## src/include/pxs_pkg.sv

```systemverilog
// shared constants and types of the proximity sequencer
`default_nettype none
package pxs_pkg;
  // ---------------------------------------------------------------
  // timing
  // ---------------------------------------------------------------
  localparam int CLK_PERIOD_NS = 5;
  localparam int CLK_HZ = 200_000_000;
  localparam int STEP_TIME_NS = 2_730_000;
  // least time: round up to whole cycles
  localparam int STEP_CYCLES = (STEP_TIME_NS + CLK_PERIOD_NS - 1) / CLK_PERIOD_NS;
  localparam int PULSE_RATE_HZ = 62_500;
  localparam int PULSE_CYCLES = CLK_HZ / PULSE_RATE_HZ;
  localparam logic [11:0] STEP_SPAN = 12'h100;
  localparam logic [11:0] WAIT_LONG_MULT = 12'h00C;

  // ---------------------------------------------------------------
  // register addresses
  // ---------------------------------------------------------------
  localparam logic [4:0] ADDR_ENABLE = 5'h00;
  localparam logic [4:0] ADDR_ITIME = 5'h02;
  localparam logic [4:0] ADDR_WAIT_TIME = 5'h03;
  localparam logic [4:0] ADDR_LOW_LO = 5'h08;
  localparam logic [4:0] ADDR_LOW_HI = 5'h09;
  localparam logic [4:0] ADDR_HIGH_LO = 5'h0A;
  localparam logic [4:0] ADDR_HIGH_HI = 5'h0B;
  localparam logic [4:0] ADDR_FILTER = 5'h0C;
  localparam logic [4:0] ADDR_CONFIG = 5'h0D;
  localparam logic [4:0] ADDR_PULSE = 5'h0E;
  localparam logic [4:0] ADDR_STATUS = 5'h13;
  localparam logic [4:0] CMD_IRQ_CLEAR = 5'h05;
  localparam int REG_SLOTS = 16;

  // ---------------------------------------------------------------
  // fields, masks and reset values
  // ---------------------------------------------------------------
  localparam int BIT_OSC_ON = 0;
  localparam int BIT_SENSE_EN = 2;
  localparam int BIT_WAIT_EN = 3;
  localparam int BIT_IRQ_MASK = 5;
  localparam int BIT_SLEEP = 6;
  localparam int BIT_WAIT_X12 = 1;
  localparam int FILT_LSB = 4;
  localparam int STAT_IRQ_BIT = 5;
  localparam int STAT_VALID_BIT = 1;
  localparam logic [7:0] MASK_ENABLE = 8'h6D;
  localparam logic [7:0] MASK_FILTER = 8'hF0;
  localparam logic [7:0] MASK_CONFIG = 8'h02;
  localparam logic [7:0] MASK_FULL = 8'hFF;
  localparam logic [7:0] MASK_NONE = 8'h00;
  localparam logic [7:0] RST_TIME = 8'hFF;
  localparam logic [7:0] RST_ZERO = 8'h00;

  // sequencer states
  typedef enum logic [4:0] {
    S_IDLE = 5'h01,
    S_BURST = 5'h02,
    S_INTEG = 5'h04,
    S_EVAL = 5'h08,
    S_WAIT = 5'h10
  } pxs_state_t;
endpackage : pxs_pkg
`default_nettype wire

```

## src/include/pxs_cfg_if.sv

```systemverilog
// configuration and status carried between register file and sequencer
`default_nettype none
interface pxs_cfg_if;
  logic [7:0] function_enable;
  logic [7:0] integration_time;
  logic [7:0] wait_time;
  logic [15:0] low_threshold;
  logic [15:0] high_threshold;
  logic [7:0] interrupt_filter;
  logic [7:0] configuration;
  logic [7:0] pulse_count;
  logic [7:0] status;

  modport regs (
    output function_enable, integration_time, wait_time, low_threshold,
    output high_threshold, interrupt_filter, configuration, pulse_count,
    input status
  );
  modport seq (
    input function_enable, integration_time, wait_time, low_threshold,
    input high_threshold, interrupt_filter, configuration, pulse_count,
    output status
  );
endinterface : pxs_cfg_if
`default_nettype wire

```

## src/rtl/pxs_regs.sv

```systemverilog
// register file written and read over the byte-wide register port
`default_nettype none
module pxs_regs
  import pxs_pkg::*;
(
  // clock and reset
  input wire logic i_clk,
  input wire logic i_rst_n,
  // register port
  input wire logic i_wr_en,
  input wire logic [4:0] i_wr_addr,
  input wire logic [7:0] i_wr_data,
  input wire logic i_rd_en,
  input wire logic [4:0] i_rd_addr,
  output logic [7:0] o_rd_data,
  // configuration out, status in
  pxs_cfg_if.regs cfg
);
  // writable bits per slot; reserved bits store and read as zero
  function automatic logic [7:0] slot_mask(input logic [4:0] a);
    unique case (a)
      ADDR_ENABLE: slot_mask = MASK_ENABLE;
      ADDR_FILTER: slot_mask = MASK_FILTER;
      ADDR_CONFIG: slot_mask = MASK_CONFIG;
      ADDR_ITIME, ADDR_WAIT_TIME, ADDR_PULSE: slot_mask = MASK_FULL;
      ADDR_LOW_LO, ADDR_LOW_HI, ADDR_HIGH_LO, ADDR_HIGH_HI: slot_mask = MASK_FULL;
      default: slot_mask = MASK_NONE;
    endcase
  endfunction : slot_mask

  function automatic logic [7:0] slot_reset(input logic [4:0] a);
    slot_reset = ((a == ADDR_ITIME) || (a == ADDR_WAIT_TIME)) ? RST_TIME : RST_ZERO;
  endfunction : slot_reset

  logic [7:0] store [REG_SLOTS];
  logic [7:0] next_rd_data;

  // ---------------------------------------------------------------
  // storage slots
  // ---------------------------------------------------------------
  for (genvar i = 0; i < REG_SLOTS; i++) begin : g_slot
    localparam logic [4:0] A = 5'(i);
    logic [7:0] next_val;
    always_comb begin
      next_val = store[i];
      if (i_wr_en && (i_wr_addr == A)) begin
        next_val = i_wr_data & slot_mask(A);
      end
    end
    always_ff @(posedge i_clk or negedge i_rst_n) begin
      if (!i_rst_n) begin
        store[i] <= slot_reset(A);
      end else begin
        store[i] <= next_val;
      end
    end
  end

  // ---------------------------------------------------------------
  // read path, unmapped addresses answer zero
  // ---------------------------------------------------------------
  always_comb begin
    next_rd_data = o_rd_data;
    if (i_rd_en) begin
      if (i_rd_addr == ADDR_STATUS) begin
        next_rd_data = cfg.status;
      end else begin
        next_rd_data = store[i_rd_addr[3:0]] & slot_mask(i_rd_addr);
      end
    end
  end

  always_ff @(posedge i_clk or negedge i_rst_n) begin
    if (!i_rst_n) begin
      o_rd_data <= RST_ZERO;
    end else begin
      o_rd_data <= next_rd_data;
    end
  end

  // field views for the sequencer
  assign cfg.function_enable = store[ADDR_ENABLE[3:0]];
  assign cfg.integration_time = store[ADDR_ITIME[3:0]];
  assign cfg.wait_time = store[ADDR_WAIT_TIME[3:0]];
  assign cfg.low_threshold = {store[ADDR_LOW_HI[3:0]], store[ADDR_LOW_LO[3:0]]};
  assign cfg.high_threshold = {store[ADDR_HIGH_HI[3:0]], store[ADDR_HIGH_LO[3:0]]};
  assign cfg.interrupt_filter = store[ADDR_FILTER[3:0]];
  assign cfg.configuration = store[ADDR_CONFIG[3:0]];
  assign cfg.pulse_count = store[ADDR_PULSE[3:0]];
endmodule : pxs_regs
`default_nettype wire

```

## src/rtl/pxs_tick.sv

```systemverilog
// periodic one-cycle enable pulse from the system clock
`default_nettype none
module pxs_tick #(
  parameter int CYCLES = 4
) (
  // clock and reset
  input wire logic i_clk,
  input wire logic i_rst_n,
  // control
  input wire logic i_run,
  output logic o_tick
);
  localparam int W = (CYCLES > 1) ? $clog2(CYCLES) : 1;
  localparam logic [W-1:0] LAST = W'(CYCLES - 1);
  localparam logic [W-1:0] ONE = W'(1);

  logic [W-1:0] cnt;
  logic [W-1:0] next_cnt;

  // restart from zero whenever stopped, so each run gets a full first period
  always_comb begin
    next_cnt = cnt;
    if (!i_run) begin
      next_cnt = '0;
    end else if (cnt == LAST) begin
      next_cnt = '0;
    end else begin
      next_cnt = cnt + ONE;
    end
  end

  always_ff @(posedge i_clk or negedge i_rst_n) begin
    if (!i_rst_n) begin
      cnt <= '0;
    end else begin
      cnt <= next_cnt;
    end
  end

  assign o_tick = i_run && (cnt == LAST);
endmodule : pxs_tick
`default_nettype wire

```

## src/rtl/pxs_top.sv

```systemverilog
// proximity measurement sequencer with configuration registers
`default_nettype none

module pxs_top
  import pxs_pkg::*;
#(
  parameter int P_STEP_CYCLES = STEP_CYCLES
) (
  // clock and reset
  input wire logic i_clk,
  input wire logic i_rst_n,
  // register port
  input wire logic i_wr_en,
  input wire logic [4:0] i_wr_addr,
  input wire logic [7:0] i_wr_data,
  input wire logic i_rd_en,
  input wire logic [4:0] i_rd_addr,
  output logic [7:0] o_rd_data,
  // special function command
  input wire logic i_special_valid,
  input wire logic [4:0] i_special_code,
  // conversion result from the analog channel
  input wire logic [15:0] i_prox_data,
  // analog and pin controls
  output logic o_osc_on,
  output logic o_led_pulse,
  output logic o_integrating,
  output logic o_irq
);
  // ---------------------------------------------------------------
  // declarations
  // ---------------------------------------------------------------
  pxs_cfg_if cfg ();

  pxs_state_t state;
  pxs_state_t next_state;
  logic [11:0] cnt;
  logic [11:0] next_cnt;
  logic [11:0] cnt_inc;
  logic [11:0] integ_steps;
  logic [11:0] wait_steps;
  logic [11:0] wait_limit;
  logic [3:0] persist;
  logic [3:0] next_persist;
  logic [3:0] filt_n;
  logic pending;
  logic next_pending;
  logic valid;
  logic next_valid;
  logic led;
  logic next_led;
  logic integ;
  logic next_integ;
  logic eval;
  logic irq_evt;
  logic out_of_range;
  logic clear_cmd;
  logic osc_on;
  logic sense_en;
  logic wait_en;
  logic irq_mask;
  logic sleep_en;
  logic wait_x12;
  logic run_ok;
  logic hold;
  logic pulse_run;
  logic step_run;
  logic pulse_tick;
  logic step_tick;

  // ---------------------------------------------------------------
  // register file
  // ---------------------------------------------------------------
  pxs_regs u_regs (
    .i_clk(i_clk),
    .i_rst_n(i_rst_n),
    .i_wr_en(i_wr_en),
    .i_wr_addr(i_wr_addr),
    .i_wr_data(i_wr_data),
    .i_rd_en(i_rd_en),
    .i_rd_addr(i_rd_addr),
    .o_rd_data(o_rd_data),
    .cfg(cfg.regs)
  );

  // ---------------------------------------------------------------
  // control field decode
  // ---------------------------------------------------------------
  // oscillator power bit
  assign osc_on = cfg.function_enable[BIT_OSC_ON];
  assign sense_en = cfg.function_enable[BIT_SENSE_EN];
  assign wait_en = cfg.function_enable[BIT_WAIT_EN];
  assign irq_mask = cfg.function_enable[BIT_IRQ_MASK];
  assign sleep_en = cfg.function_enable[BIT_SLEEP];
  assign wait_x12 = cfg.configuration[BIT_WAIT_X12];
  assign filt_n = cfg.interrupt_filter[FILT_LSB +: 4];
  assign run_ok = osc_on && sense_en;
  assign clear_cmd = i_special_valid && (i_special_code == CMD_IRQ_CLEAR);

  assign integ_steps = STEP_SPAN - {4'h0, cfg.integration_time};
  // two's complement wait steps, 00 gives 256
  assign wait_steps = STEP_SPAN - {4'h0, cfg.wait_time};
  // long wait is twelve times longer
  assign wait_limit = wait_x12 ? (wait_steps * WAIT_LONG_MULT) : wait_steps;
  assign cnt_inc = cnt + 12'h001;

  // ---------------------------------------------------------------
  // time bases
  // ---------------------------------------------------------------
  // timers only run with oscillator on
  assign pulse_run = osc_on && (state == S_BURST);
  assign step_run = osc_on && ((state == S_INTEG) || (state == S_WAIT));

  // pulse spacing at the pulse rate
  pxs_tick #(
    .CYCLES(PULSE_CYCLES)
  ) u_pulse_tick (
    .i_clk(i_clk),
    .i_rst_n(i_rst_n),
    .i_run(pulse_run),
    .o_tick(pulse_tick)
  );

  // step length is long; parameter lets simulation shrink it
  pxs_tick #(
    .CYCLES(P_STEP_CYCLES)
  ) u_step_tick (
    .i_clk(i_clk),
    .i_rst_n(i_rst_n),
    .i_run(step_run),
    .o_tick(step_tick)
  );

  // ---------------------------------------------------------------
  // sequencer
  // ---------------------------------------------------------------
  // sleeping holds the sequencer while interrupt pends
  assign hold = sleep_en && pending;

  // burst, integrate, evaluate, optional wait, repeat
  always_comb begin
    next_state = state;
    next_cnt = cnt;
    next_led = 1'b0;
    eval = 1'b0;
    if (!run_ok) begin
      next_state = S_IDLE;
      next_cnt = '0;
    end else begin
      unique case (state)
        S_IDLE: begin
          if (!hold) begin
            next_state = S_BURST;
            next_cnt = '0;
          end
        end
        S_BURST: begin
          if (cnt == {4'h0, cfg.pulse_count}) begin
            next_state = S_INTEG;
            next_cnt = '0;
          end else if (pulse_tick) begin
            next_led = 1'b1;
            next_cnt = cnt_inc;
          end
        end
        S_INTEG: begin
          if (step_tick) begin
            next_cnt = cnt_inc;
            if (cnt_inc == integ_steps) begin
              next_state = S_EVAL;
              next_cnt = '0;
            end
          end
        end
        S_EVAL: begin
          eval = 1'b1;
          next_cnt = '0;
          next_state = wait_en ? S_WAIT : S_IDLE;
        end
        S_WAIT: begin
          if (step_tick) begin
            next_cnt = cnt_inc;
            if (cnt_inc == wait_limit) begin
              next_state = S_IDLE;
              next_cnt = '0;
            end
          end
        end
      endcase
    end
    next_integ = (next_state == S_INTEG);
  end

  always_ff @(posedge i_clk or negedge i_rst_n) begin
    if (!i_rst_n) begin
      state <= S_IDLE;
      cnt <= '0;
      led <= 1'b0;
      integ <= 1'b0;
    end else begin
      state <= next_state;
      cnt <= next_cnt;
      led <= next_led;
      integ <= next_integ;
    end
  end

  // ---------------------------------------------------------------
  // threshold compare and persistence filter
  // ---------------------------------------------------------------
  // below low or above high is out of range
  assign out_of_range = (i_prox_data < cfg.low_threshold) ||
                        (i_prox_data > cfg.high_threshold);

  // counter saturates so a long run keeps qualifying
  always_comb begin
    next_persist = persist;
    irq_evt = 1'b0;
    if (!run_ok) begin
      next_persist = '0;
    end else if (eval) begin
      if (filt_n == 4'h0) begin
        irq_evt = 1'b1;
      end else if (out_of_range) begin
        next_persist = (persist == 4'hF) ? persist : (persist + 4'h1);
        irq_evt = (next_persist >= filt_n);
      end else begin
        next_persist = '0;
      end
    end
  end

  // ---------------------------------------------------------------
  // pending interrupt and valid flag
  // ---------------------------------------------------------------
  always_comb begin
    next_pending = pending;
    // clear command drops the pending interrupt
    if (clear_cmd) begin
      next_pending = 1'b0;
    end
    // only a set mask raises; set wins over clear
    if (irq_evt && irq_mask) begin
      next_pending = 1'b1;
    end
    next_valid = valid;
    if (!sense_en) begin
      next_valid = 1'b0;
    end else if (eval) begin
      next_valid = 1'b1;
    end
  end

  always_ff @(posedge i_clk or negedge i_rst_n) begin
    if (!i_rst_n) begin
      persist <= '0;
      pending <= 1'b0;
      valid <= 1'b0;
    end else begin
      persist <= next_persist;
      pending <= next_pending;
      valid <= next_valid;
    end
  end

  // ---------------------------------------------------------------
  // status and outputs
  // ---------------------------------------------------------------
  // status shows the pending interrupt
  always_comb begin
    cfg.status = RST_ZERO;
    cfg.status[STAT_IRQ_BIT] = pending;
    cfg.status[STAT_VALID_BIT] = valid;
  end

  assign o_osc_on = osc_on;
  assign o_led_pulse = led;
  assign o_integrating = integ;
  assign o_irq = pending;
endmodule : pxs_top
`default_nettype wire

```

## config.mk

```make
export PLATFORM = sky130hd
export DESIGN_NAME = pxs_top
export DESIGN_NICKNAME = d
export VERILOG_FILES = /design/src/include/pxs_pkg.sv /design/src/include/pxs_cfg_if.sv /design/src/rtl/pxs_regs.sv /design/src/rtl/pxs_tick.sv /design/src/rtl/pxs_top.sv
export SDC_FILE = /design/constraint.sdc
export NUM_CORES = 1
export LEC_CHECK = 0
export BUFFER_PORTS_ARGS = -buffer_cell sky130_fd_sc_hd__clkbuf_2
export CAP_MARGIN = 20
export CORE_ASPECT_RATIO = 1.2
export CORE_MARGIN = 2
export CORE_UTILIZATION = 50
export CTS_CLUSTER_SIZE = 14
export DETAILED_ROUTE_END_ITERATION = 7
export HOLD_SLACK_MARGIN = 0.03
export PLACE_DENSITY_LB_ADDON = 0.08
export REMOVE_ABC_BUFFERS = 1
export SETUP_SLACK_MARGIN = 0.15
export SLEW_MARGIN = 0
export SYNTH_ARGS = -nofsm -noshare
export SYNTH_HDL_FRONTEND = slang
export SYNTH_SLANG_ARGS = --single-unit
```

## constraint.sdc

```tcl
create_clock -name i_clk -period 8 [get_ports i_clk]
set_input_delay 2 -clock i_clk [delete_from_list [all_inputs] [get_ports i_clk]]
set_output_delay 2 -clock i_clk [all_outputs]
set_load 0.02 [all_outputs]
```

==> flow_summary.toml, run 1 <==
[critical_path]
reg2reg_depth = 15
r2r_slack_ps = 3590
critPathRequiredTime_ps = 8310
start_kind = "register"
cpLargestDelayFamily = "compound AO/OA/AOI/OAI gates"
regToRegStartpoint = "u_regs.cfg.wait_time[0]$_DFFE_PN1P_"
path_max_fanout = 11
worstSetupPathType = "register to register"
cp_cell_sequence = "inv_1 -> ha_1 -> nor3b_2 -> xor2_1 -> inv_1 -> ha_1 -> o21ai_0 -> or2_2 -> a311oi_1 -> xor2_1 -> nor4_1 -> o2111a_1 -> nand2_1 -> a311o_2 -> mux2_2"
r2r_end = "cnt[0]$_DFFE_PN0P_"
cp_slowest_cell = "dfstp_2"
worst_ep_arrival_time_ps = 4720
cp-end-kind = "register"
cp_slowest_stage_delay_ps = 630
worst-path-buf-inv = 2

[global_routing]
grt_start_max_net_pins = 71
grt_overflow = 0
grt_pass1_wl_mm = 36.7
antenna_found_initial = 0
grt_pass1_vias = 6838
grt_usage = 0.249

[clock_tree]
post-cts-setup-buffer-count = 0
cts_hold_buf = 0
worstSkewPairLatency_ps = 430
cts_buffers = 17
cts.repair.resized = 0
clkSlewWorstSetupHoldPaths_ps = 60
htree_levels = 4
cts_num_sinks = 131
cts_root_buffer = "clkbuf_16"
cts_tree = "yes"
clk_path_buf_depth = 2

[job]
maxCapViolCount = 0

[routing]
ant_nets = 0
via_per_inst = 5.77
post_drt_wl_per_cell_um = 18.9
routed_wl_mm = 22.4
via_count = 6831
drtPass1Iterations = 5
first_iter_violations = 451
drcViolationCount = 0

[synthesis]
synthTopCellsByArea = "dfrtp_1, mux2_2, ha_1"
synth_xor_area_frac = 0.0817
synth-edff-count = 0
synth_seq_area_share = 0.375
avgSynthCellArea_um2 = 9.68
synth-main-ff-cell = "dfrtp_1"
yosys.area_share.simple = 0.183
async_flop_share = 1.00
yosys_warnings = 0
synth.top_cell.area_share = 0.324
synth_cells = 909
ys_types = 84
synth-compound-area-share = 0.137
ys_seq_elements = 131
yosys.area.top_type = "dfrtp_1"
synth_top_family_by_area = "simple AND/OR/NAND/NOR gates"
synthAdderAreaFrac = 0.0762
synthMuxAreaShare = 0.105
syn_area_um2 = 8800

[die]
die-area_um2 = 18700
die_w_um = 125
die_h_um = 149
ios = 56
start_util = 0.507
core.rowCount = 53
core-area_um2 = 17400

[timing]
worstMarginPinSlew_ps = 933
slew_violations = 0
setup_viol = 0
hold_viol_final = 0
setup_slack_ps = 3590
fin_tns_setup_ps = 0
period_share = 0.552
maxClockFrequency_ghz = 0.227
fin_skew_ps = 9.53
rsz0062_at_grt = "no"
finalCriticalPeriod_ps = 4410
slew-limit-headroom = 0.372

[place]
io_buffer_count = 55
place_ws_ps = 3660
place.gp.congestion = 0.863
dp.final_hpwl_mm = 16.8

[cells_and_area]
final_common_cell = "dfrtp_1"
area.growth.synth_to_final_pct = 12.1
final_cell_mix = "dfrtp_1, nor2_1, nand2_1"
n_antenna_cell = 0
fillers = 1581
drive_above_1_share = 0.198
nets = 1047

[hold_path]
hold_path_depth = 1
hold_path_class = "register to register"
min_from = "u_step_tick.cnt[0]$_DFF_PN0_"
hold_end = "u_step_tick.cnt[0]$_DFF_PN0_"

[power_and_ir_drop]
p_per_area_nw_per_um2 = 238
p_total_mw = 2.35
ir_worst_vdd_v = 0.000161
p_leak_nw = 4.32

[status]
outcome = "finished, final reports clean"
## worst max path at each step
stage / from / to / slack [ps] / cells after the start
global placement: u_regs.cfg.wait_time[0]$_DFFE_PN1P_ / cnt[0]$_DFFE_PN0P_ / 3760 / 14
floorplan: u_regs.cfg.wait_time[0]$_DFFE_PN1P_ / cnt[0]$_DFFE_PN0P_ / 4110 / 14
detailed placement: u_regs.cfg.wait_time[0]$_DFFE_PN1P_ / cnt[0]$_DFFE_PN0P_ / 3660 / 14
finish: u_regs.cfg.wait_time[0]$_DFFE_PN1P_ / cnt[0]$_DFFE_PN0P_ / 3590 / 15
global route: u_regs.cfg.wait_time[0]$_DFFE_PN1P_ / cnt[0]$_DFFE_PN0P_ / 3240 / 13
CTS: u_regs.cfg.wait_time[0]$_DFFE_PN1P_ / cnt[0]$_DFFE_PN0P_ / 3610 / 15
## stage by stage
step	hold slack [ps]	cell area, um^2	cells	utilization
final	460	9870	1183	0.568
after global routing	489	9870	1183	0.568
after CTS	465	9870	1183	0.568
after detailed placement	458	9220	1151	0.531
after global placement	450	9220	1151	0.531
after floorplan	424	8660	875	-
## cells by family after synthesis
group           count (synthesis)
xor+xnor                       79
flops                         131
fa+ha+maj                      53
buf+inv                        96
mux                            77
compound gates                167
simple gates                  306
## final cells by class
cell class / instances / area (um^2) / area share
timing repair buffer: 56 / 289 / 0.0293
clock buffer: 24 / 472 / 0.0478
multi-input combinational: 682 / 5130 / 0.520
sequential: 131 / 3300 / 0.334
tap: 220 / 275 / 0.0279
inverter: 62 / 233 / 0.0236
clock inverter: 8 / 173 / 0.0175
## Yosys cell counts (16+ instances only)
library cell    n
a21oi_1        30
clkbuf_1       25
dfrtp_1       114
dfstp_2        17
ha_1           52
inv_1          61
mux2_2         62
nand2_1        70
nand3_1        31
nand4_1        17
nor2_1         76
nor3_1         16
o21ai_0        33
xnor2_1        36
xor2_1         41
## report_power, final
| group | internal [mW] | switching [mW] |
|---|---|---|
| Clock | 0.571 | 0.293 |
| Sequential | 0.749 | 0.0935 |
| Combinational | 0.298 | 0.348 |
| Total | 1.62 | 0.735 |
## per-layer routing
| layer | part of all wire | track usage |
|---|---|---|
| met2 | 0.52 | 0.448 |
| met1 | 0.44 | 0.307 |
| met4 | 0.018 | 0.0678 |
| met3 | 0.026 | 0.0452 |
| met5 | 0 | 0 |
## registers in the layout, indices dropped and copies added, names as in the netlist, 8 cells and up
signal	flops
u_regs.cfg.high_threshold	16
u_step_tick.cnt	20
u_regs.cfg.wait_time	8
u_pulse_tick.cnt	12
cnt	12
u_regs.cfg.low_threshold	16
u_regs.o_rd_data	8
u_regs.cfg.pulse_count	8
u_regs.cfg.integration_time	8
## worst register-to-register path, delay by kind of cell (launching register included)
family                     cells  cell delay [ps]
xor gates and xnor gates       2              290
muxes                          1              270
and+or+nand+nor                4             1050
adders and majority gates      2              640
buffers and inverters          2              200
DFF                            1              630
AOI/OAI and AO/OA              4             1230
Note: power is estimated with default switching activity, not from simulation.
==> run 2: changes to the inputs <==
==> constraint.sdc (replaced) <==
create_clock -name i_clk -period 4.2 [get_ports i_clk]
set_input_delay 1.05 -clock i_clk [delete_from_list [all_inputs] [get_ports i_clk]]
set_output_delay 1.05 -clock i_clk [all_outputs]
set_load 0.02 [all_outputs]
==> run 2 against run 1 <==
Net effect: die area is the same; register-to-register slack worse by 3200 ps; combinational power is 100% higher; flip-flop and latch count unchanged; clock power increased by 90%; global-route usage grew 0.23 points; wire length increased by 1.3%; clock skew decreased by 3.5 ps; first-iteration DRC count down 18%; worst setup slack worse by 3200 ps.
==> flow_summary.toml, run 2 (synthesized netlist as in run 1, its figures left out) <==
[critical_path]
cp_slowest_stage_delay_ps = 540
start_kind = "register"
reg2reg_depth = 15
worstSetupEndpoint = "cnt[2]$_DFFE_PN0P_"
worstSetupPathType = "register to register"
cpLargestDelayFamily = "compound AO/OA/AOI/OAI gates"
regToRegStartpoint = "u_regs.cfg.wait_time[1]$_DFFE_PN1P_"
path_depth = 15
critical_path.startpoint = "u_regs.cfg.wait_time[1]$_DFFE_PN1P_"
cp-end-kind = "register"
r2r_end = "cnt[2]$_DFFE_PN0P_"
r2r_slack_ps = 400
path_max_fanout = 5
worst_ep_arrival_time_ps = 4120
worst-path-buf-inv = 3
critPathRequiredTime_ps = 4520
cp_cell_sequence = "inv_1 -> ha_2 -> nor3b_2 -> xor2_1 -> inv_1 -> ha_2 -> or3_1 -> o221a_2 -> a211oi_2 -> xnor2_1 -> a311oi_2 -> buf_4 -> a21oi_1 -> a2111o_1 -> a31o_1"
cp_slowest_cell = "dfstp_2"

[place]
placed_cells = 1159
dp.final_hpwl_mm = 16.7
io_buffer_count = 55
place.gp.congestion = 0.858
place_ws_ps = 123

[cells_and_area]
n_antenna_cell = 0
area.growth.synth_to_final_pct = 13.9
fin_cells = 1193
post-route-util = 0.577
largest_reg_flops = 20
drive_above_1_share = 0.223
final_cell_mix = "dfrtp_1, nor2_1, nand2_1"
regMostFlops = "u_step_tick.cnt"
final_common_cell = "dfrtp_1"
fillers = 1576
nets = 1057

[power_and_ir_drop]
power.clock.fraction = 0.361
p_leak_nw = 4.38
power_switching_share = 0.319
ir_worst_vdd_v = 0.000332
p_per_area_nw_per_um2 = 452
intPower_mw = 3.09
power_switching_mw = 1.45
p_comb_frac = 0.292
seqPwrFrac = 0.347

[routing]
via_count = 6941
post_drt_wl_per_cell_um = 19.0
first_iter_violations = 370
routed_wl_mm = 22.7
drcViolationCount = 0
ant_nets = 0
drtPass1Iterations = 5
via_per_inst = 5.82

[global_routing]
grt_pass1_wl_mm = 36.9
antenna_found_initial = 0
grt_pass1_vias = 6959
grt_overflow = 0
grt_usage = 0.251
grt_start_max_net_pins = 92

[timing]
setup_slack_ps = 400
slew_violations = 0
setup_viol = 0
hold_viol_final = 0
worstMarginPinSlew_ps = 1010
finalCriticalPeriod_ps = 3800
fin_skew_ps = 6.08
slew-limit-headroom = 0.319
fin_tns_setup_ps = 0
maxClockFrequency_ghz = 0.263
rsz0062_at_grt = "no"
period_share = 0.905

[clock_tree]
clk_path_buf_depth = 2
cts_num_sinks = 131
cts_tree = "yes"
cts_hold_buf = 0
cts_root_buffer = "clkbuf_16"
clkSlewWorstSetupHoldPaths_ps = 60
htree_levels = 4
worstSkewPairLatency_ps = 430
cts_buffers = 17

[status]
outcome = "finished, final reports clean"

[die]
core.rowCount = 53
core-area_um2 = 17400
die_h_um = 149
die_w_um = 125
start_util = 0.507
die-area_um2 = 18700
ios = 56

[job]
maxCapViolCount = 0

[hold_path]
hold_path_class = "register to register"
[run 2: cell types whose count changed in the layout (fill, tap and decap cells not counted), sizes merged]
| cell | before | now |
|---|---|---|
| clkbuf | 78 | 75 |
| clkinvlp | 0 | 3 |
| inv | 62 | 63 |
| buf | 2 | 12 |
| bufinv | 5 | 4 |
[run 2: per-layer routing]
metal	part of all wire	global-route usage
met2	0.51	0.438
met1	0.43	0.311
met3	0.034	0.0473
met5	0	0
met4	0.028	0.0928
[run 2: cell type report]
class / instances / area, um^2 / area share
Timing Repair Buffer: 66 / 377 / 0.0376
Inverter: 62 / 233 / 0.0232
Tap cell: 220 / 275 / 0.0274
Clock buffer: 21 / 470 / 0.0469
Sequential cell: 131 / 3300 / 0.329
Clock inverter: 11 / 174 / 0.0173
Multi-Input combinational cell: 682 / 5200 / 0.519
[run 2: per-stage QoR]
stage	hold slack, ps	total power [mW]	instance area (um^2)
2_1_floorplan	424	2.47	8660
3_3_place_gp	448	2.83	9300
3_5_place_dp	458	2.84	9300
4_1_cts	466	4.50	9950
5_1_grt	485	4.79	10000
6_report	473	4.53	10000
[run 2: worst register-to-register path: stages, from the launching register on]
cell and delay [ps]:
dfstp_2 540, inv_1 70, ha_2 200, nor3b_2 180, xor2_1 190, inv_1 120, ha_2 230, or3_1 390
o221a_2 290, a211oi_2 190, xnor2_1 130, a311oi_2 380, buf_4 170, a21oi_1 60, a2111o_1 370, a31o_1 180
[run 2: worst min-delay path by stage]
stage / startpoint / cells after the start / slack, ps / end
global placement: u_step_tick.cnt[0]$_DFF_PN0_ / 1 / 450 / u_step_tick.cnt[0]$_DFF_PN0_
finish: u_step_tick.cnt[0]$_DFF_PN0_ / 1 / 470 / u_step_tick.cnt[0]$_DFF_PN0_
global route: u_step_tick.cnt[0]$_DFF_PN0_ / 1 / 490 / u_step_tick.cnt[0]$_DFF_PN0_
CTS: u_step_tick.cnt[0]$_DFF_PN0_ / 1 / 470 / u_step_tick.cnt[0]$_DFF_PN0_
floorplan: u_step_tick.cnt[0]$_DFF_PN0_ / 1 / 420 / u_step_tick.cnt[0]$_DFF_PN0_
detailed placement: u_step_tick.cnt[0]$_DFF_PN0_ / 1 / 460 / u_step_tick.cnt[0]$_DFF_PN0_
[run 2: timing repair]
item / in CTS / in global routing
gates cloned: 0 / 0
pin swaps: 0 / 9
endpoints found under the setup margin: 4 / 14
resized for setup: 2 / 12
setup buffers: 0 / 2
hold endpoints to repair: 0 / 0
[run 2: power groups by stage]
stage	registers [mW]	logic [mW]	clock network [mW]
finish	1.57	1.32	1.64
CTS	1.57	1.26	1.66
global placement	1.59	1.24	0
detailed placement	1.59	1.25	0
floorplan	1.57	0.903	0
global route	1.60	1.48	1.71
